<file path="src/rtl/mcas_pkg.sv">
// shared constants and types for the modem call answer sequencer
package mcas_pkg;
    // clock and time base
    localparam int CLK_HZ = 250_000_000;
    localparam int MS_PER_S = 1000;
    localparam int TICK_CYC = CLK_HZ / MS_PER_S; // cycles per 1 ms tick
    localparam int BAUD_LO = 300;
    localparam int BAUD_HI = 1200;
    localparam int BIT_LO_CYC = CLK_HZ / BAUD_LO;
    localparam int BIT_HI_CYC = CLK_HZ / BAUD_HI;
    localparam int CW = 20; // cycle counter width
    localparam int MW = 16; // ms timer width
    // timeouts in ms
    localparam logic [MW-1:0] T_DTR_HOLD_MS = 16'h1388; // 5000 ms
    localparam logic [MW-1:0] T_ANSWER_MS = 16'h4E20; // 20000 ms
    localparam logic [MW-1:0] T_GLITCH_MS = 16'h01F4; // 500 ms
    localparam logic [MW-1:0] T_SPACE_MS = 16'h03E8; // 1000 ms
    localparam logic [MW-1:0] T_RECOVER_MS = 16'h07D0; // 2000 ms
    // synchronised input indices
    localparam int SIG_RI = 0;
    localparam int SIG_DSR = 1;
    localparam int SIG_CTS = 2;
    localparam int SIG_CD = 3;
    localparam int SIG_RXD = 4;
    localparam int SIG_KEY = 5;
    localparam int NSIG = 6;
    localparam logic [NSIG-1:0] SYNC_RST = 6'h10; // rxd idles at mark
    // serial framing
    localparam logic [3:0] FRAME_BITS = 4'hA; // start, 8 data, stop
    localparam logic [3:0] DATA_BITS = 4'h8;
    // register map
    localparam logic [3:0] REG_CTRL = 4'h0;
    localparam logic [3:0] REG_TICK = 4'h4;
    localparam logic [3:0] REG_STAT = 4'h8;
    localparam int CTRL_BAUD_HI = 0;
    localparam logic CTRL_RST = 1'b0;
    // call states
    typedef enum logic [2:0] {
        ST_LOCAL,
        ST_IDLE,
        ST_WAIT_DSR,
        ST_WAIT_CAR,
        ST_WAIT_PKT,
        ST_CONN,
        ST_HOLD
    } mcas_state_t;
endpackage

</file>
<file path="src/rtl/mcas_top.sv">
// call answer and abort sequencer with serial framing toward an auto-answer modem
module mcas_top
    import mcas_pkg::*;
#(
    parameter int TICK_DEF = TICK_CYC, // cycles per ms tick after reset
    parameter int BIT_LO = BIT_LO_CYC, // bit period at low rate
    parameter int BIT_HI = BIT_HI_CYC // bit period at high rate
)
(
    input wire logic clk, // system clock
    input wire logic rstn, // async reset, low active
    input wire logic ce, // clock enable, freezes state when low
    input wire logic [3:0] addr, // register byte address
    input wire logic [31:0] wdata, // register write data
    input wire logic wr, // write strobe
    input wire logic rd, // read strobe
    output logic [31:0] rdata, // read data, cycle after rd
    input wire logic key_remote, // keyswitch in either remote position
    input wire logic ri, // ring indicator from modem
    input wire logic dsr, // data set ready from modem
    input wire logic cts, // clear to send from modem
    input wire logic cd, // carrier detect from modem
    input wire logic rxd, // receive data from modem
    output logic dtr, // data terminal ready to modem
    output logic rts, // request to send to modem
    output logic txd, // transmit data to modem
    input wire logic [7:0] tx_data, // byte to send
    input wire logic tx_valid, // byte offered
    output logic tx_ready, // byte taken this cycle
    output logic [7:0] rx_data, // last received byte
    output logic rx_valid, // one-cycle pulse per good byte
    input wire logic pkt_ok, // upper layer saw a whole good packet
    output logic connected, // logical connection in effect
    output logic conn_lost // one-cycle pulse when termination starts
);
    typedef struct packed {
        mcas_state_t st; // call state
        logic [NSIG-1:0] s1; // sync stage one
        logic [NSIG-1:0] s2; // sync stage two
        logic [NSIG-1:0] s3; // sync stage three
        logic [NSIG-1:0] f; // accepted input levels
        logic baud_hi; // rate select
        logic [CW-1:0] tick_div; // cycles per ms tick, less one
        logic [CW-1:0] div; // tick prescaler
        logic [MW-1:0] t_ms; // time in state
        logic [MW-1:0] d_ms; // time since DSR seen
        logic [MW-1:0] drop_ms; // time a control line is missing
        logic [MW-1:0] space_ms; // time rxd sits at space
        logic cd_seen; // carrier seen this call
        logic dsr_seen; // DSR seen this call
        logic connected; // logical connection flag
        logic lost; // termination pulse
        logic dtr; // dtr drive
        logic rts; // rts drive
        logic [8:0] tx_sh; // outgoing bits after current
        logic [3:0] tx_bits; // bits left in frame
        logic [CW-1:0] tx_cnt; // bit timer
        logic txd; // line drive
        logic [7:0] rx_sh; // incoming bits
        logic [3:0] rx_bits; // bits sampled so far
        logic [CW-1:0] rx_cnt; // sample timer
        logic rx_busy; // frame in progress
        logic [7:0] rx_data; // captured byte
        logic rx_valid; // byte pulse
        logic [31:0] rdata; // bus read data
    } mcas_regs_t;

    mcas_regs_t r; // current state
    mcas_regs_t next_r; // next state

    // all four transmit qualifiers present
    function automatic logic lines_up(input logic d, input logic t, input logic [NSIG-1:0] s,
                                      input logic [3:0] dummy);
        lines_up = d & t & s[SIG_DSR] & s[SIG_CTS] & (dummy == 4'h0);
    endfunction

    // saturating ms increment
    function automatic logic [MW-1:0] ms_inc(input logic [MW-1:0] v, input logic tick);
        ms_inc = (tick && v != {MW{1'b1}}) ? v + 16'h0001 : v;
    endfunction

    logic tick; // one ms tick
    logic tx_ok; // transmit permitted
    logic term; // termination wanted
    logic car_up; // cd and cts both present
    logic [CW-1:0] bit_cyc; // selected bit period

    assign tick = (r.div == r.tick_div);
    assign tx_ok = lines_up(r.dtr, r.rts, r.f, 4'h0);
    assign car_up = r.f[SIG_CD] & r.f[SIG_CTS];
    assign bit_cyc = r.baud_hi ? CW'(BIT_HI) : CW'(BIT_LO);
    // a byte is taken only while the link may carry it
    assign tx_ready = tx_ok && r.tx_bits == 4'h0;

    // next-state logic
    always_comb
    begin
        next_r = r;
        next_r.lost = 1'b0;
        next_r.rx_valid = 1'b0;
        next_r.rdata = 32'h0000_0000;
        term = 1'b0;
        next_r.s1 = {key_remote, rxd, cd, cts, dsr, ri};
        next_r.s2 = r.s1;
        next_r.s3 = r.s2;
        for (int i = 0; i < NSIG; i++)
        begin
            // accept a level only once two late stages agree
            if (r.s2[i] == r.s3[i])
            begin
                next_r.f[i] = r.s3[i];
            end
        end
        next_r.div = tick ? '0 : r.div + 20'h00001;
        next_r.t_ms = ms_inc(r.t_ms, tick);
        next_r.d_ms = ms_inc(r.d_ms, tick);
        if (!r.f[SIG_DSR] || (r.st == ST_WAIT_PKT && !car_up))
        begin
            next_r.drop_ms = ms_inc(r.drop_ms, tick);
        end
        else
        begin
            next_r.drop_ms = '0;
        end
        next_r.space_ms = r.f[SIG_RXD] ? '0 : ms_inc(r.space_ms, tick);
        if (r.f[SIG_CD])
        begin
            next_r.cd_seen = 1'b1;
        end

        // call sequencer
        unique case (r.st)
            ST_LOCAL:
            begin
                // lines held low until a remote position
                next_r.dtr = 1'b0;
                next_r.rts = 1'b0;
                if (r.f[SIG_KEY])
                begin
                    next_r.st = ST_IDLE;
                end
            end
            ST_IDLE:
            begin
                next_r.dtr = 1'b0;
                next_r.rts = 1'b0;
                // wait for modem to clear DSR and CTS
                if (!r.f[SIG_DSR] && !r.f[SIG_CTS])
                begin
                    next_r.st = ST_WAIT_DSR;
                    next_r.dtr = 1'b1;
                    next_r.t_ms = '0;
                    next_r.cd_seen = 1'b0;
                    next_r.dsr_seen = 1'b0;
                end
            end
            ST_WAIT_DSR:
            begin
                if (r.f[SIG_DSR])
                begin
                    next_r.st = ST_WAIT_CAR;
                    next_r.rts = 1'b1;
                    next_r.dsr_seen = 1'b1;
                    next_r.t_ms = '0;
                    next_r.d_ms = '0;
                end
                else if (r.t_ms >= T_ANSWER_MS)
                begin
                    term = 1'b1;
                end
            end
            ST_WAIT_CAR:
            begin
                // carrier timeout after RTS; connection timeout
                // only long DSR drops count here
                if (r.t_ms >= T_ANSWER_MS || r.d_ms >= T_ANSWER_MS || r.drop_ms > T_GLITCH_MS)
                begin
                    term = 1'b1;
                end
                else if (car_up)
                begin
                    next_r.st = ST_WAIT_PKT;
                end
            end
            ST_WAIT_PKT:
            begin
                // first good packet opens the connection
                if (pkt_ok && car_up)
                begin
                    next_r.st = ST_CONN;
                    next_r.connected = 1'b1;
                end
                else if (r.d_ms >= T_ANSWER_MS || r.drop_ms > T_GLITCH_MS)
                begin
                    term = 1'b1;
                end
            end
            ST_CONN:
            begin
                // immediate loss or long space ends call
                // caller dropping carrier shows as CD loss
                if (!r.f[SIG_DSR] || !car_up || r.space_ms > T_SPACE_MS)
                begin
                    term = 1'b1;
                end
            end
            ST_HOLD:
            begin
                // two seconds with lines low before re-arming
                next_r.dtr = 1'b0;
                next_r.rts = 1'b0;
                if (r.t_ms >= T_RECOVER_MS)
                begin
                    next_r.st = ST_IDLE;
                end
            end
        endcase

        // local key starts termination at once
        // local key overrides the DTR hold
        if (!r.f[SIG_KEY] && r.st != ST_LOCAL)
        begin
            next_r.st = ST_LOCAL;
            next_r.dtr = 1'b0;
            next_r.rts = 1'b0;
            next_r.connected = 1'b0;
            next_r.lost = (r.st != ST_IDLE && r.st != ST_HOLD);
        end
        // DTR kept up 5 s after DSR unless carrier seen
        else if (term && (!r.dsr_seen || r.cd_seen || r.d_ms >= T_DTR_HOLD_MS))
        begin
            // drop lines, stop data, flag lost connection
            next_r.st = ST_HOLD;
            next_r.dtr = 1'b0;
            next_r.rts = 1'b0;
            next_r.t_ms = '0;
            next_r.lost = 1'b1;
            next_r.connected = 1'b0;
        end

        // transmit framing, only with all lines up
        if (!tx_ok)
        begin
            // aborting mid-frame is allowed; the far end sees a framing error
            next_r.tx_bits = '0;
            next_r.txd = 1'b1;
        end
        else if (r.tx_bits == 4'h0)
        begin
            next_r.txd = 1'b1;
            if (tx_valid)
            begin
                next_r.txd = 1'b0;
                next_r.tx_sh = {1'b1, tx_data};
                next_r.tx_bits = FRAME_BITS;
                next_r.tx_cnt = '0;
            end
        end
        else if (r.tx_cnt == bit_cyc)
        begin
            next_r.tx_cnt = '0;
            next_r.tx_bits = r.tx_bits - 4'h1;
            next_r.txd = (r.tx_bits == 4'h1) ? 1'b1 : r.tx_sh[0];
            next_r.tx_sh = {1'b1, r.tx_sh[8:1]};
        end
        else
        begin
            next_r.tx_cnt = r.tx_cnt + 20'h00001;
        end

        // receive framing; only while carrier and CTS present
        if (!car_up)
        begin
            next_r.rx_busy = 1'b0;
        end
        else if (!r.rx_busy)
        begin
            if (!r.f[SIG_RXD])
            begin
                // start edge; first sample lands mid start bit
                next_r.rx_busy = 1'b1;
                next_r.rx_cnt = bit_cyc >> 1;
                next_r.rx_bits = '0;
            end
        end
        else if (r.rx_cnt == '0)
        begin
            next_r.rx_cnt = bit_cyc;
            next_r.rx_bits = r.rx_bits + 4'h1;
            if (r.rx_bits == 4'h0 && r.f[SIG_RXD])
            begin
                // false start, back to hunting
                next_r.rx_busy = 1'b0;
            end
            else if (r.rx_bits > 4'h0 && r.rx_bits <= DATA_BITS)
            begin
                next_r.rx_sh = {r.f[SIG_RXD], r.rx_sh[7:1]};
            end
            else if (r.rx_bits > DATA_BITS)
            begin
                // stop bit must be mark, else the byte is dropped
                next_r.rx_busy = 1'b0;
                next_r.rx_valid = r.f[SIG_RXD];
                if (r.f[SIG_RXD])
                begin
                    next_r.rx_data = r.rx_sh;
                end
            end
        end
        else
        begin
            next_r.rx_cnt = r.rx_cnt - 20'h00001;
        end

        // register writes
        if (wr && addr == REG_CTRL)
        begin
            next_r.baud_hi = wdata[CTRL_BAUD_HI];
        end
        if (wr && addr == REG_TICK)
        begin
            next_r.tick_div = wdata[CW-1:0];
            next_r.div = '0;
        end
        // register reads, unmapped read as zero
        if (rd)
        begin
            unique case (addr)
                REG_CTRL: next_r.rdata = {31'h0000_0000, r.baud_hi};
                REG_TICK: next_r.rdata = {12'h000, r.tick_div};
                // exactly 32 bits: state, connected, dtr, rts, then the six filtered inputs
                REG_STAT: next_r.rdata = {20'h00000, r.st, r.connected, r.dtr, r.rts, r.f};
                default: next_r.rdata = 32'h0000_0000;
            endcase
        end
    end

    // state register, frozen while ce is low
    always_ff @(posedge clk or negedge rstn)
    begin
        if (!rstn)
        begin
            r <= '0;
            r.st <= ST_LOCAL;
            r.s1 <= SYNC_RST;
            r.s2 <= SYNC_RST;
            r.s3 <= SYNC_RST;
            r.f <= SYNC_RST;
            r.baud_hi <= CTRL_RST;
            r.tick_div <= CW'(TICK_DEF - 1);
            r.txd <= 1'b1;
        end
        else if (ce)
        begin
            r <= next_r;
        end
    end

    assign rdata = r.rdata;
    assign dtr = r.dtr;
    assign rts = r.rts;
    assign txd = r.txd;
    assign rx_data = r.rx_data;
    assign rx_valid = r.rx_valid;
    assign connected = r.connected;
    assign conn_lost = r.lost;
endmodule

</file>
<file path="config.mk">
export PLATFORM = sky130hd
export DESIGN_NAME = mcas_top
export DESIGN_NICKNAME = d
export VERILOG_FILES = /design/src/rtl/mcas_pkg.sv /design/src/rtl/mcas_top.sv
export SDC_FILE = /design/constraint.sdc
export NUM_CORES = 1
export LEC_CHECK = 0
export ABC_CLOCK_PERIOD_IN_PS = 2800
export BUFFER_PORTS_ARGS = -buffer_cell sky130_fd_sc_hd__buf_2
export CAP_MARGIN = 20
export CORE_UTILIZATION = 40
export CTS_CLUSTER_SIZE = 20
export DETAILED_ROUTE_END_ITERATION = 6
export GPL_TIMING_DRIVEN = 0
export PLACE_DENSITY = 0.66
export SLEW_MARGIN = 10
export SYNTH_ARGS = -nofsm -noshare
export SYNTH_HDL_FRONTEND = slang
export SYNTH_SLANG_ARGS = --single-unit
</file>
<file path="constraint.sdc">
create_clock -name clk -period 2.8 [get_ports clk]
set_clock_uncertainty 0.1 [all_clocks]
set_input_delay 0.14 -clock clk [delete_from_list [all_inputs] [get_ports clk]]
set_output_delay 0.14 -clock clk [all_outputs]
set_load 0.01 [all_outputs]
</file>
# Word-level counts from Yosys, hierarchy flattened
# Cells that the tools add are included.
classes:
  bitwise_logic: 6
  n_addsub: 9
  eq_ne: 38
  mux: 67
  n_lt_le_gt_ge: 9
  n_reduce_logical: 67
ops:
  columns: ["operator", "count"]
  rows:
  - ["$mux 16", 10]
  - ["$mux 20", 6]
  - ["$mux 34", 2]
  - ["$add 16x1->16 const B", 4]
  - ["$ne 16x16->1 const B", 4]
  - ["$pmux 20 s3", 1]
  - ["$mux 25", 2]
  - ["$add 20x1->20 const B", 2]
  - ["$eq 20x20->1", 2]
  - ["$ge 16x15->1 const B", 2]
  - ["$mux 32", 1]
  - ["$pmux 16 s2", 1]
  - ["$mux 10", 3]
  - ["$mux 3", 9]
  - ["$ne 4x4->1 const B", 6]
  - ["$reduce_and 2->1", 12]
  - ["$logic_not 20->1", 1]
  - ["$sub 20x1->20 const B", 1]
  - ["$mux 1", 19]
  - ["$pmux 3 s6", 1]
  - ["$ge 16x11->1 const B", 1]
  - ["$ge 16x13->1 const B", 1]
  - ["$gt 16x10->1 const B", 1]
  - ["$gt 16x9->1 const B", 1]
  - ["42 further kinds", 103]
totals:
  wordCells: 230
  register_bits: 246
  output_inout_bits: 47
  inputBits: 57

# Depth between registers and ports, before layout
# Gate-level depths: netlist of the first run.
logic_depth:
  ltp_word: 9
  mapped_depth: 12
  mapped_depth_nobuf: 10

# Worst setup path before layout of the first run
# Ideal clock, no wire load.
synth_path:
  path_type: "register to register"
  startpoint: "reg r[42] in the netlist's numbering"
  endpoint: "reg r[66] in the netlist's numbering"
  path_slack_ps: -311
  path_stages_with_launch: 10
  t_required_ps: 2575
  setup_time_ps: 125
  arrival_ps: 2886
  path_cell_list: "dfrtp_1 > inv_1 > ha_1 > nor4b_2 > nand4_1 > or4_4 > or4_4 > or4_4 > buf_6 > mux2_4"
synth_via:
  elab_chain_len: 2
synth_lines:
  columns: ["item", "line_no", "rtl"]
  rows:
  - ["start: declaration", "mcas_top.sv:68", "mcas_regs_t r;"]
  - ["start signal: assignment", "mcas_top.sv:355", "r <= next_r;"]
  - ["$logic_not 20->1", "mcas_top.sv:286", "else if (r.rx_cnt == '0)"]
  - ["$reduce_and 6->1 (no line)", null, null]
# No other way between the ends.
# A chain may end at the register's enable or synchronous reset.

# Worst setup path after layout of the first run
layout_path:
  startpoint: "reg r[42] in the netlist's numbering"
  endpoint: "reg r[67] in the netlist's numbering"
# The elaborated chain is that of the path after synthesis.

==> out/qor.txt, run 1 <==
===========================================================================================
Outcome                                                                        complete, but fails checks
Violated checks                                                                negative setup slack
Netlist area before placement                                                   0.01247 mm²
Number of buffers inserted during clock tree synthesis                                   27
Buffers added on ports                                                                   79
Count of nets left with antenna violations after detail routing                           0
Final #Nets                                                                            1595
DR pass1 iterations                                                                       7
Number of warnings issued by yosys                                                        0
TritonCTS clock tree                                                                    yes
Critical R2R Capture                                                           r[67]$_DFFE_PN0P_
Die X-Extent                                                                       178.6 µm
Worst vdd ir                                                                      0.4007 mV
Antenna cell count                                                                        0
FFs w/ async S/R, synth                                                              100.0%
Total of max-cap violations                                                               0
Reg2Reg Setup Slack                                                                -0.20 ns
Final period utilization                                                             107.0%
Post-route worst setup slack                                                     -0.1972 ns
Largest fanout on the critical path                                                       5
Initial antenna violation count                                                           1
Post-route DRC violation count                                                            0
Avg Inst Size Synth                                                               9.410 µm²
Worst slew slack as a fraction of its limit                                          40.76%
DP Worst Slack                                                                   -0.6418 ns
First-pass GRT wire length                                                         52790 µm
Origin of the critical flop-to-flop path                                       r[42]$_DFFE_PN0P_
Type of the tightest min-delay check                                               in2async
Post-synth cell types                                                                    69
Logic depth of the worst register-to-register path                                        8
Latest clock arrival within the worst-skew pair                                     0.54 ns
Dpl cell area                                                                   0.01349 mm²
Overall die height                                                                 178.6 µm
Routed WL per cell                                                                 17.19 µm
Type of the worst setup path                                                        reg2reg
Clock transition at path regs                                                       0.06 ns
CTS H-tree lvls                                                                           1
I/O pin count                                                                           104
Static leakage                                                                  0.006755 µW
Most frequent cell after synthesis                                             sky130_fd_sc_hd__dfrtp_1
Final design area excluding fillers                                             0.01546 mm²
Largest net degree at the start of global routing                                        92
Final period demand of the worst path                                              2.997 ns
Number of placed cells counting well taps                                              1813
Synth top cells by count                                                       219 x sky130_fd_sc_hd__dfrtp_1, 122 x sky130_fd_sc_hd__nor2_1, 95 x sky130_fd_sc_hd__nand2_1
Final Setup Violations                                                                   19
Total congestion overflow                                                                 0
Count of flip-flops with a built-in enable after synthesis                                0
Instance count of the mapped netlist                                                   1325
Endpoint kind of the worst setup timing path                                           flop
Total via count in the routed design                                                  10720
Die ar.                                                                         0.03188 mm²
Starting density of the core                                                         40.76%
PnR Total Power                                                                    10470 µW
Most used DFF post-synth                                                       sky130_fd_sc_hd__dfrtp_1
Power per cell area                                                            677.3 mW/mm²
Number of filler instances in the final layout                                         2831
Detail Placement HPWL                                                              22000 µm
End-of-flow core utilization                                                         50.54%
Fin. Hold Viols                                                                           0
Layout Cells excl Fill                                                                 1939
Vias in the first global route                                                         9961
Worst endpoint required time                                                        3.12 ns
Drt total wl                                                                       33340 µm
Cell chosen for the clock root                                                 sky130_fd_sc_hd__clkbuf_16
Number of clock sinks seen by CTS                                                       234
Sequential share of the synthesized area                                             47.11%
Core Box Area                                                                   0.03059 mm²
Setup repair after global routing missed its margin                                    true
Fraction of synthesized cell area taken by the top area cell type                    43.95%
Startpoint kind of the worst setup timing path                                         flop
Actual transition at the worst max-transition pin                                 0.8804 ns
Arrival time at the worst endpoint                                                  3.32 ns
Site row count                                                                           64
Max-slew violation count                                                                  0
Top area cells in the synthesized netlist                                      sky130_fd_sc_hd__dfrtp_1 44%, sky130_fd_sc_hd__mux2_2 3.8%, sky130_fd_sc_hd__o21ai_0 3.8%, sky130_fd_sc_hd__nor2_1 3.7%, sky130_fd_sc_hd__dfstp_2 3.2%
Flops & latches, synth                                                                  234
Via-to-Cell Ratio                                                                     5.531
Area leader, netlist                                                           sky130_fd_sc_hd__dfrtp_1
Total GRT Usage                                                                      20.66%
Final weighted congestion in routability-driven placement                            0.8877
Number of design-rule violations left by the first detailed-router iteration            869
Max clock buf depth                                                                       3
Maximum clock rate                                                               0.3336 GHz
Layout cell share with drive strength beyond 1                                       21.91%
Layout area overhead                                                                 23.98%
===========================================================================================
cells by family after synthesis:
logic type                 after synthesis  share of synthesized area [%]
AOI/OAI and AO/OA                      310                          15.85
xor gates and xnor gates                65                          4.566
adders and majority gates               16                          1.606
buffers and inverters                  162                          6.212
DFF                                    234                          47.11
muxes                                   57                          5.278
other                                    1                        0.03008
and+or+nand+nor                        480                          19.35
worst max path at each step:
stage	startpoint	cells after the start	end
detailed placement	r[134]$_DFFE_PN0P_	9	r[164]$_DFFE_PN0P_
global route	r[42]$_DFFE_PN0P_	8	r[67]$_DFFE_PN0P_
global placement	rstn	1	rdata[14]$_DFFE_PN0P_
floorplan	r[43]$_DFFE_PN0P_	9	r[66]$_DFFE_PN0P_
CTS	r[42]$_DFFE_PN0P_	8	r[67]$_DFFE_PN0P_
finish	r[42]$_DFFE_PN0P_	8	r[67]$_DFFE_PN0P_
critical path, stage by stage (launching register included):
cell                      delay [ns]
sky130_fd_sc_hd__dfrtp_1        0.39
sky130_fd_sc_hd__inv_2          0.08
sky130_fd_sc_hd__ha_4           0.14
sky130_fd_sc_hd__nor4b_4        0.23
sky130_fd_sc_hd__nand4_1        0.17
sky130_fd_sc_hd__or4_4          0.45
sky130_fd_sc_hd__or4_4          0.47
sky130_fd_sc_hd__or4_4          0.53
sky130_fd_sc_hd__mux2_4         0.33
layout by cell type (no fill, tap or decap), types with 12 or more instances in the layout:
cell and count:
sky130_fd_sc_hd__a21oi_1 57, sky130_fd_sc_hd__a22oi_1 13, sky130_fd_sc_hd__a31oi_1 28, sky130_fd_sc_hd__and3_1 16, sky130_fd_sc_hd__buf_2 79, sky130_fd_sc_hd__buf_4 72, sky130_fd_sc_hd__clkbuf_1 48, sky130_fd_sc_hd__clkbuf_16 27
sky130_fd_sc_hd__conb_1 12, sky130_fd_sc_hd__dfrtp_1 217, sky130_fd_sc_hd__dfstp_2 15, sky130_fd_sc_hd__dlygate4sd3_1 44, sky130_fd_sc_hd__ha_1 14, sky130_fd_sc_hd__inv_1 54, sky130_fd_sc_hd__mux2_2 37, sky130_fd_sc_hd__mux2_4 12
sky130_fd_sc_hd__nand2_1 92, sky130_fd_sc_hd__nand3_1 70, sky130_fd_sc_hd__nand4_1 19, sky130_fd_sc_hd__nor2_1 119, sky130_fd_sc_hd__nor3_1 38, sky130_fd_sc_hd__nor4_1 15, sky130_fd_sc_hd__o21ai_0 88, sky130_fd_sc_hd__o2bb2ai_1 22
sky130_fd_sc_hd__o31ai_1 17, sky130_fd_sc_hd__or3_1 14, sky130_fd_sc_hd__xnor2_1 24, sky130_fd_sc_hd__xor2_1 41
through the flow:
step,hold WS [ns],TNS (ns)
4_1_cts,0.03839,-2.362
2_1_floorplan,-0.2556,-1.777
3_3_place_gp,0.2731,-667.01
6_report,0.01728,-2.388
5_1_grt,0.07237,-5.546
3_5_place_dp,0.01217,-46.01
power breakdown:
| group | internal, µW | switching (µW) | total (µW) |
|---|---|---|---|
| sequential | 3890 | 599 | 4490 |
| combinational | 960 | 1440 | 2400 |
| clock | 2170 | 1410 | 3580 |
area by class of cell:
type	instances	area [µm²]	area share [%]
Timing Repair Buffer	161	1190	7.697
Clock buffer	43	815.8	5.277
Multi-Input combinational cell	941	6202	40.12
Sequential cell	234	5877	38.02
Buffer	98	568.0	3.675
Tap cell	396	495.5	3.205
Clock inverter	7	88.84	0.5747
Inverter	59	221.5	1.433
routing by layer:
layer	up-vias	global-route usage (%)	wire (µm)
met1	5263	29.27	15530
met2	317	33.01	15280
li1	5093	-	-
met3	49	2.792	1724
met5	-	0	17
met4	2	5.508	789
flip-flops by register name, summed over array words and instances (netlist names):
| register | cells |
|---|---|
| r | 188 |
| rx_data | 8 |
| rdata | 20 |
| connected | 1 |
| rx_valid | 1 |
| conn_lost | 1 |
| txd | 1 |
| next_r | 12 |
| dtr | 1 |
| rts | 1 |
what timing repair did:
action / 4_1_cts / 5_1_grt
gates cloned: 1 / 0
setup buffers: 17 / 19
endpoints found under the setup margin: 144 / 126
hold buffers: 44 / 0
resized for setup: 32 / 72
endpoints found under the hold margin: 261 / 0
pin swaps: 10 / 15
No activity file was read; power rests on OpenSTA's default activity.
==> inputs of run 2 (changes only) <==
--- a/config.mk
+++ b/config.mk
@@ -11,7 +11,6 @@
 export CORE_UTILIZATION = 40
 export CTS_CLUSTER_SIZE = 20
 export DETAILED_ROUTE_END_ITERATION = 6
-export GPL_TIMING_DRIVEN = 0
 export PLACE_DENSITY = 0.66
 export SLEW_MARGIN = 10
 export SYNTH_ARGS = -nofsm -noshare
==> run 2 against run 1 <==
The run still ends with negative setup slack left. Non-clock buffer count decreased by 17. First-iteration DRC count decreased by 0.12%. Critical path depth unchanged. Routed wire length decreased by 4.9%. Fmax increased by 0.37%. Via count decreased by 1.4%.
==> out/qor.txt, run 2 (synthesis results as in run 1) <==
===========================================================================================
Critical R2R Capture                                                           r[66]$_DFFE_PN0P_
Actual transition at the worst max-transition pin                                 0.7361 ns   -0.1443 ns
Count of nets left with antenna violations after detail routing                           0   unchanged
Antenna cell count                                                                        0   unchanged
Startpoint kind of the worst setup timing path                                         flop
Layout area overhead                                                                 23.05%
Number of placed cells counting well taps                                              1812   -0.055%
Maximum clock rate                                                               0.3349 GHz   +0.37%
PnR Total Power                                                                    10380 µW   -0.89%
Number of design-rule violations left by the first detailed-router iteration            868   -0.12%
Arrival time at the worst endpoint                                                  3.30 ns   -0.02 ns
Via-to-Cell Ratio                                                                     5.508   -0.41%
Core Box Area                                                                   0.03059 mm²   unchanged
Violated checks                                                                negative setup slack
Overall die height                                                                 178.6 µm   unchanged
Static leakage                                                                  0.006745 µW   -0.15%
Die ar.                                                                         0.03188 mm²   unchanged
Layout Cells excl Fill                                                                 1919   -1.0%
Number of filler instances in the final layout                                         2800   -1.1%
Cell chosen for the clock root                                                 sky130_fd_sc_hd__clkbuf_16
Max-slew violation count                                                                  0   unchanged
Post-route DRC violation count                                                            0   unchanged
Routed WL per cell                                                                 16.52 µm   -3.9%
Setup repair after global routing missed its margin                                    true
Largest fanout on the critical path                                                       5   unchanged
Total of max-cap violations                                                               0   unchanged
Fin. Hold Viols                                                                           0   unchanged
Starting density of the core                                                         40.76%   unchanged
Total area of multi-input combinational cells                                  0.006048 mm²   -2.5%
Largest net degree at the start of global routing                                        92   unchanged
Die X-Extent                                                                       178.6 µm   unchanged
Delay of the slowest cell on the worst path                                         0.57 ns   +0.04 ns
I/O pin count                                                                           104   unchanged
Most common cell on crit path                                                  sky130_fd_sc_hd__or4_4
Max clock buf depth                                                                       3   unchanged
Vias in the first global route                                                        10390   +4.3%
Final period demand of the worst path                                              2.986 ns   -0.01090 ns
Latest clock arrival within the worst-skew pair                                     0.53 ns   about the same
Leading cell type in the layout, fill and taps excluded                        sky130_fd_sc_hd__dfrtp_1
Number of clock sinks seen by CTS                                                       234   unchanged
Worst vdd ir                                                                      0.3749 mV   -6.4%
Power per cell area                                                            676.4 mW/mm²   -0.14%
Number of buffers inserted during clock tree synthesis                                   26   -3.7%
Total via count in the routed design                                                  10570   -1.4%
Site row count                                                                           64   unchanged
Logic depth of the worst register-to-register path                                        8   unchanged
Worst slew slack as a fraction of its limit                                          50.49%   +9.7 points
Routed length on met2                                                              14470 µm   -5.3%
Leading cell types in the layout, fill and taps excluded                       219 x sky130_fd_sc_hd__dfrtp_1, 121 x sky130_fd_sc_hd__nor2_1, 101 x sky130_fd_sc_hd__buf_4, 91 x sky130_fd_sc_hd__nand2_1, 85 x sky130_fd_sc_hd__o21ai_0
Final Setup Violations                                                                   19   unchanged
Highest layer used for signal routing                                                  met5
Slowest CP cell                                                                sky130_fd_sc_hd__or4_4
Reg2Reg Setup Slack                                                                -0.19 ns   about the same
Type of the worst setup path                                                        reg2reg
Total congestion overflow                                                                 0   unchanged
Detail Placement HPWL                                                              21180 µm   -3.7%
Biggest register                                                                          r
Critical-path cell list                                                        inv_2 > ha_4 > nor4b_4 > nand4_1 > or4_4 > or4_4 > or4_4 > mux2_4
DR pass1 iterations                                                                       5   -2
Total GRT Usage                                                                      19.97%   -0.68 points
CTS H-tree lvls                                                                           1   unchanged
Detail Route met3 WL                                                                1756 µm   +1.9%
Final #Nets                                                                            1577   -1.1%
First-pass GRT wire length                                                         51970 µm   -1.6%
Sequential cell area in the final layout                                       0.005874 mm²   about the same
Type of the tightest min-delay check                                                 in2reg
Layout cell share with drive strength beyond 1                                       22.59%   +0.68 points
Post-route worst setup slack                                                     -0.1863 ns   +0.01090 ns
Worst endpoint required time                                                        3.11 ns   about the same
Final period utilization                                                             106.7%   -0.39 points
Outcome                                                                        complete, but fails checks
Drt total wl                                                                       31700 µm   -4.9%
Beginning of the critical path                                                 r[43]$_DFFE_PN0P_
Origin of the critical flop-to-flop path                                       r[43]$_DFFE_PN0P_
Final weighted congestion in routability-driven placement                            0.8338   -6.1%
Capture point of the worst path                                                r[66]$_DFFE_PN0P_
Endpoint kind of the worst setup timing path                                           flop
Sum of negative setup slack                                                       -2.359 ns   +0.02899 ns
DP Worst Slack                                                                   -0.2584 ns   +0.3834 ns
Clock transition at path regs                                                       0.06 ns   about the same
Buffers added on ports                                                                   79   unchanged
TritonCTS clock tree                                                                    yes
Max FFs per register                                                                    188   unchanged
Initial antenna violation count                                                           1   unchanged
Detailed-routing wirelength on met1                                                14650 µm   -5.7%
===========================================================================================
==> run 2: where the power goes <==
part	switching, µW	internal (µW)
clock	1360	1970
sequential	550	3890
combinational	1450	1160
total	3350	7020
==> run 2: per-stage QoR <==
stage	instance area, µm²	utilization [%]	hold WS (ns)
2_1_floorplan	12530	-	-0.2556
3_3_place_gp	13720	44.86	0.1109
3_5_place_dp	13720	44.86	0.1135
4_1_cts	15110	49.41	0.02921
5_1_grt	15340	50.16	0.07657
6_report	15340	50.16	0.05067
==> run 2: per-layer routing <==
layer,vias to the layer above,GRT usage (%)
met3,60,3.197
met4,2,5.968
met5,-,0
met1,5141,27.48
li1,5045,-
met2,322,32.22
==> run 2: final cells by class <==
cell class / instances / share of cell area, %
sequential: 234 / 38.29
clock inverter: 6 / 0.2120
multi-input combinational: 941 / 39.42
clock buffer: 41 / 5.268
tap: 396 / 3.229
inverter: 59 / 1.443
timing repair buffer: 242 / 12.14
==> run 2: critical path: cells and delay by family (launching register included) <==
kind                       cells  cell delay [ns]
and+or+nand+nor                5             1.85
DFF                            1             0.39
muxes                          1             0.32
adders and majority gates      1             0.13
buffers and inverters          1             0.08
==> run 2: worst min-delay path by stage <==
stage                                        end  slack (ns)  cells past startpoint  from
after global placement    rx_data[3]$_DFFE_PN0P_        0.11                      1  rstn
final                       rdata[0]$_DFFE_PN0P_        0.05                      4    rd
after floorplan            conn_lost$_DFFE_PN0P_       -0.26                      0  rstn
after CTS                     r[135]$_DFFE_PN0P_        0.03                      4    ce
after detailed placement  rx_data[3]$_DFFE_PN0P_        0.11                      1  rstn
after global routing        rdata[6]$_DFFE_PN0P_        0.08                      4    rd
==> run 2: what timing repair did <==
item                                   in CTS  in global routing
cloned                                      1                  2
endpoints found under the hold margin     122                  0
hold buffers                               48                  0
resized for setup                          10                 41
pin swaps                                   5                  8
setup buffers                               4                  5
setup endpoints to repair                  41                 60
==> inputs of run 3 (changes only) <==
--- a/config.mk
+++ b/config.mk
@@ -8,10 +8,12 @@
 export ABC_CLOCK_PERIOD_IN_PS = 2800
 export BUFFER_PORTS_ARGS = -buffer_cell sky130_fd_sc_hd__buf_2
 export CAP_MARGIN = 20
+export CORE_MARGIN = 8
 export CORE_UTILIZATION = 40
 export CTS_CLUSTER_SIZE = 20
 export DETAILED_ROUTE_END_ITERATION = 6
 export PLACE_DENSITY = 0.66
+export REMOVE_ABC_BUFFERS = 1
 export SLEW_MARGIN = 10
 export SYNTH_ARGS = -nofsm -noshare
 export SYNTH_HDL_FRONTEND = slang
==> run 3 against run 2 <==
The run still ends with negative setup slack left. Global-route usage shrank 3.0 points. Register-to-register slack worse by 0.04 ns. Non-clock buffer count up 9. Sequential cell count unchanged. Design area is 0.93% higher. Cell count is 0.63% higher.
==> out/qor.txt, run 3 (synthesis results as in run 1) <==
===========================================================================================
Outcome                                                                        complete, but fails checks
Violated checks                                                                negative setup slack
Slowest CP cell                                                                sky130_fd_sc_hd__or4_4
Worst vdd ir                                                                      0.4287 mV   +14%
Final #Nets                                                                            1587   +0.63%
Largest fanout on the critical path                                                       5   unchanged
Reg2Reg Setup Slack                                                                -0.22 ns   -0.04 ns
Path length in cells of the critical path                                                 8   unchanged
Type of the worst setup path                                                        reg2reg
Sum of negative setup slack                                                       -1.965 ns   +0.3944 ns
Arrival time at the worst endpoint                                                  3.33 ns   +0.03 ns
Number of filler instances in the final layout                                         2745   -2.0%
Critical-path cell list                                                        inv_2 > ha_4 > nor4b_4 > nand4_1 > or4_4 > or4_4 > or4_4 > mux2_4
Post-route DRC violation count                                                            0   unchanged
Critical path's top delay family                                               simple AND/OR/NAND/NOR gates
CTS H-tree lvls                                                                           1   unchanged
Count of nets left with antenna violations after detail routing                           0   unchanged
Post-route worst setup slack                                                     -0.2232 ns   -0.03688 ns
Routed length on met2                                                              15210 µm   +5.1%
Worst slew slack as a fraction of its limit                                          50.08%   -0.41 points
Worst endpoint required time                                                        3.11 ns   about the same
Vias in the first global route                                                        10460   +0.68%
Detailed-routing wirelength on met1                                                14300 µm   -2.4%
Initial antenna violation count                                                           0   -1
Buffers added on ports                                                                   79   unchanged
Leading cell type in the layout, fill and taps excluded                        sky130_fd_sc_hd__dfrtp_1
Critical R2R Capture                                                           r[68]$_DFFE_PN0P_
Site row count                                                                           64   unchanged
Clock transition at path regs                                                       0.06 ns   about the same
Cell chosen for the clock root                                                 sky130_fd_sc_hd__clkbuf_16
Static leakage                                                                  0.006841 µW   +1.4%
Core Box Area                                                                   0.03067 mm²   +0.26%
Sequential cell area in the final layout                                       0.005874 mm²   unchanged
Overall die height                                                                 192.6 µm   +7.8%
Highest layer used for signal routing                                                  met4
Max FFs per register                                                                    188   unchanged
Leading cell types in the layout, fill and taps excluded                       219 x sky130_fd_sc_hd__dfrtp_1, 121 x sky130_fd_sc_hd__nor2_1, 110 x sky130_fd_sc_hd__buf_4, 91 x sky130_fd_sc_hd__nand2_1, 85 x sky130_fd_sc_hd__o21ai_0
Logic depth of the worst register-to-register path                                        8   unchanged
Cell-internal power                                                                 7371 µW   +4.9%
Total congestion overflow                                                                 0   unchanged
Sequential Power Share                                                                41.4%   -1.4 points
Max-slew violation count                                                                  0   unchanged
I/O pin count                                                                           104   unchanged
Detail Placement HPWL                                                              21680 µm   +2.4%
Startpoint kind of the worst setup timing path                                         flop
Terminating pin of the worst hold path                                         rdata[6]$_DFFE_PN0P_
Layout area overhead                                                                 24.20%
Largest net degree at the start of global routing                                        93   +1.1%
Max clock buf depth                                                                       3   unchanged
Detail Route met3 WL                                                                1429 µm   -19%
Routed WL per cell                                                                 16.59 µm   +0.44%
Setup repair after global routing missed its margin                                    true
Switching share of power                                                             31.39%   -0.92 points
Type of the tightest min-delay check                                                 in2reg
Power per cell area                                                            693.7 mW/mm²   +2.6%
Most common cell on crit path                                                  sky130_fd_sc_hd__or4_4
Number of buffers inserted during clock tree synthesis                                   27   +3.8%
Final weighted congestion in routability-driven placement                            0.8587   +3.0%
Final Setup Violations                                                                   19   unchanged
Critical hold path startpoint                                                            rd
Delay of the slowest cell on the worst path                                         0.60 ns   +0.03 ns
Endpoint kind of the worst setup timing path                                           flop
Critical path buffer and inverter count                                                   1   unchanged
Die ar.                                                                         0.03708 mm²   +16%
Starting density of the core                                                         40.65%   -0.11 points
Fraction of power consumed by combinational cells                                     24.0%   -1.1 points
Number of design-rule violations left by the first detailed-router iteration            819   -5.6%
First-pass GRT wire length                                                         52330 µm   +0.69%
Drt total wl                                                                       32040 µm   +1.1%
Net load switching power                                                            3372 µW   +0.57%
Fin. Hold Viols                                                                           0   unchanged
Total via count in the routed design                                                  10570   unchanged
Biggest register                                                                          r
TritonCTS clock tree                                                                    yes
Total GRT Usage                                                                      16.99%   -3.0 points
Clock power share                                                                     34.6%   +2.6 points
Latest clock arrival within the worst-skew pair                                     0.53 ns   about the same
Tightest hold margin                                                             0.03107 ns   -0.01961 ns
End-of-flow core utilization                                                         50.49%   +0.33 points
Origin of the critical flop-to-flop path                                       r[42]$_DFFE_PN0P_
Number of clock sinks seen by CTS                                                       234   unchanged
Via-to-Cell Ratio                                                                     5.474   -0.62%
Total area of multi-input combinational cells                                  0.006037 mm²   -0.19%
Final period demand of the worst path                                              3.023 ns   +0.03688 ns
PnR Total Power                                                                    10740 µW   +3.5%
DR pass1 iterations                                                                       5   unchanged
Die X-Extent                                                                       192.6 µm   +7.8%
Maximum clock rate                                                               0.3308 GHz   -1.2%
Total of max-cap violations                                                               0   unchanged
Layout cell share with drive strength beyond 1                                       22.88%   +0.29 points
Actual transition at the worst max-transition pin                                 0.7488 ns   +0.01271 ns
DP Worst Slack                                                                   -0.3299 ns   -0.07155 ns
Final period utilization                                                             108.0%   +1.3 points
Instance count along the most critical hold path                                          4   unchanged
===========================================================================================
run 3: cell types whose count changed in the layout (fill, tap and decap cells not counted), moves of 2 or more:
cell	delta
sky130_fd_sc_hd__clkbuf_8	-4
sky130_fd_sc_hd__nor4_1	+3
sky130_fd_sc_hd__bufinv_16	+5
sky130_fd_sc_hd__mux2_2	-2
sky130_fd_sc_hd__clkinv_2	+2
sky130_fd_sc_hd__mux2_4	+2
sky130_fd_sc_hd__nor4_2	-3
sky130_fd_sc_hd__buf_4	+9
run 3: area by class of cell:
cell class,count,share of cell area [%]
Antenna cell,1,0.01616
Clock buffer,37,4.864
Clock inverter,12,1.196
Inverter,59,1.430
Multi-Input combinational cell,941,38.99
Sequential cell,234,37.94
Tap cell,396,3.200
Timing Repair Buffer,251,12.37
run 3: power by group through the flow:
stage | Combinational, µW | Clock [µW] | Sequential (µW)
4_1_cts | 2500 | 3800 | 4430
2_1_floorplan | 1330 | 0 | 4430
3_5_place_dp | 2390 | 0 | 4470
5_1_grt | 2870 | 3910 | 4510
3_3_place_gp | 2330 | 0 | 4460
6_report | 2580 | 3710 | 4450
run 3: worst max path at each step:
stage | start | endpoint | slack [ns]
2_1_floorplan | r[42]$_DFFE_PN0P_ | rx_data[0]$_DFFE_PN0P_ | -0.62
3_3_place_gp | r[42]$_DFFE_PN0P_ | r[69]$_DFFE_PN0P_ | -0.26
3_5_place_dp | r[42]$_DFFE_PN0P_ | r[72]$_DFFE_PN0P_ | -0.33
4_1_cts | r[42]$_DFFE_PN0P_ | r[72]$_DFFE_PN0P_ | -0.24
5_1_grt | r[42]$_DFFE_PN0P_ | r[66]$_DFFE_PN0P_ | -0.31
6_report | r[42]$_DFFE_PN0P_ | r[68]$_DFFE_PN0P_ | -0.22
run 3: metal layers:
metal / GRT usage, % / vias up
li1: - / 5090
met1: 22.06 / 5153
met2: 28.43 / 255
met3: 2.494 / 72
met4: 6.228 / 0
met5: 0 / -
run 3: timing repair:
action	in CTS	in global routing
setup buffers	2	14
cloned	1	1
hold buffers	49	0
gates resized for setup	10	43
setup endpoints to repair	44	88
pin swaps	4	11
hold endpoints to repair	126	0
run 3: stage by stage:
stage,std cells,area [µm²]
6_report,1931,15480
2_1_floorplan,1233,11960
3_3_place_gp,1814,13720
3_5_place_dp,1814,13720
4_1_cts,1915,15220
5_1_grt,1930,15480
run 3: worst min-delay path, stage by stage:
cell and delay (ns):
sky130_fd_sc_hd__buf_2 0.11, sky130_fd_sc_hd__nand4_1 0.06, sky130_fd_sc_hd__buf_4 0.22, sky130_fd_sc_hd__o2bb2ai_1 0.09
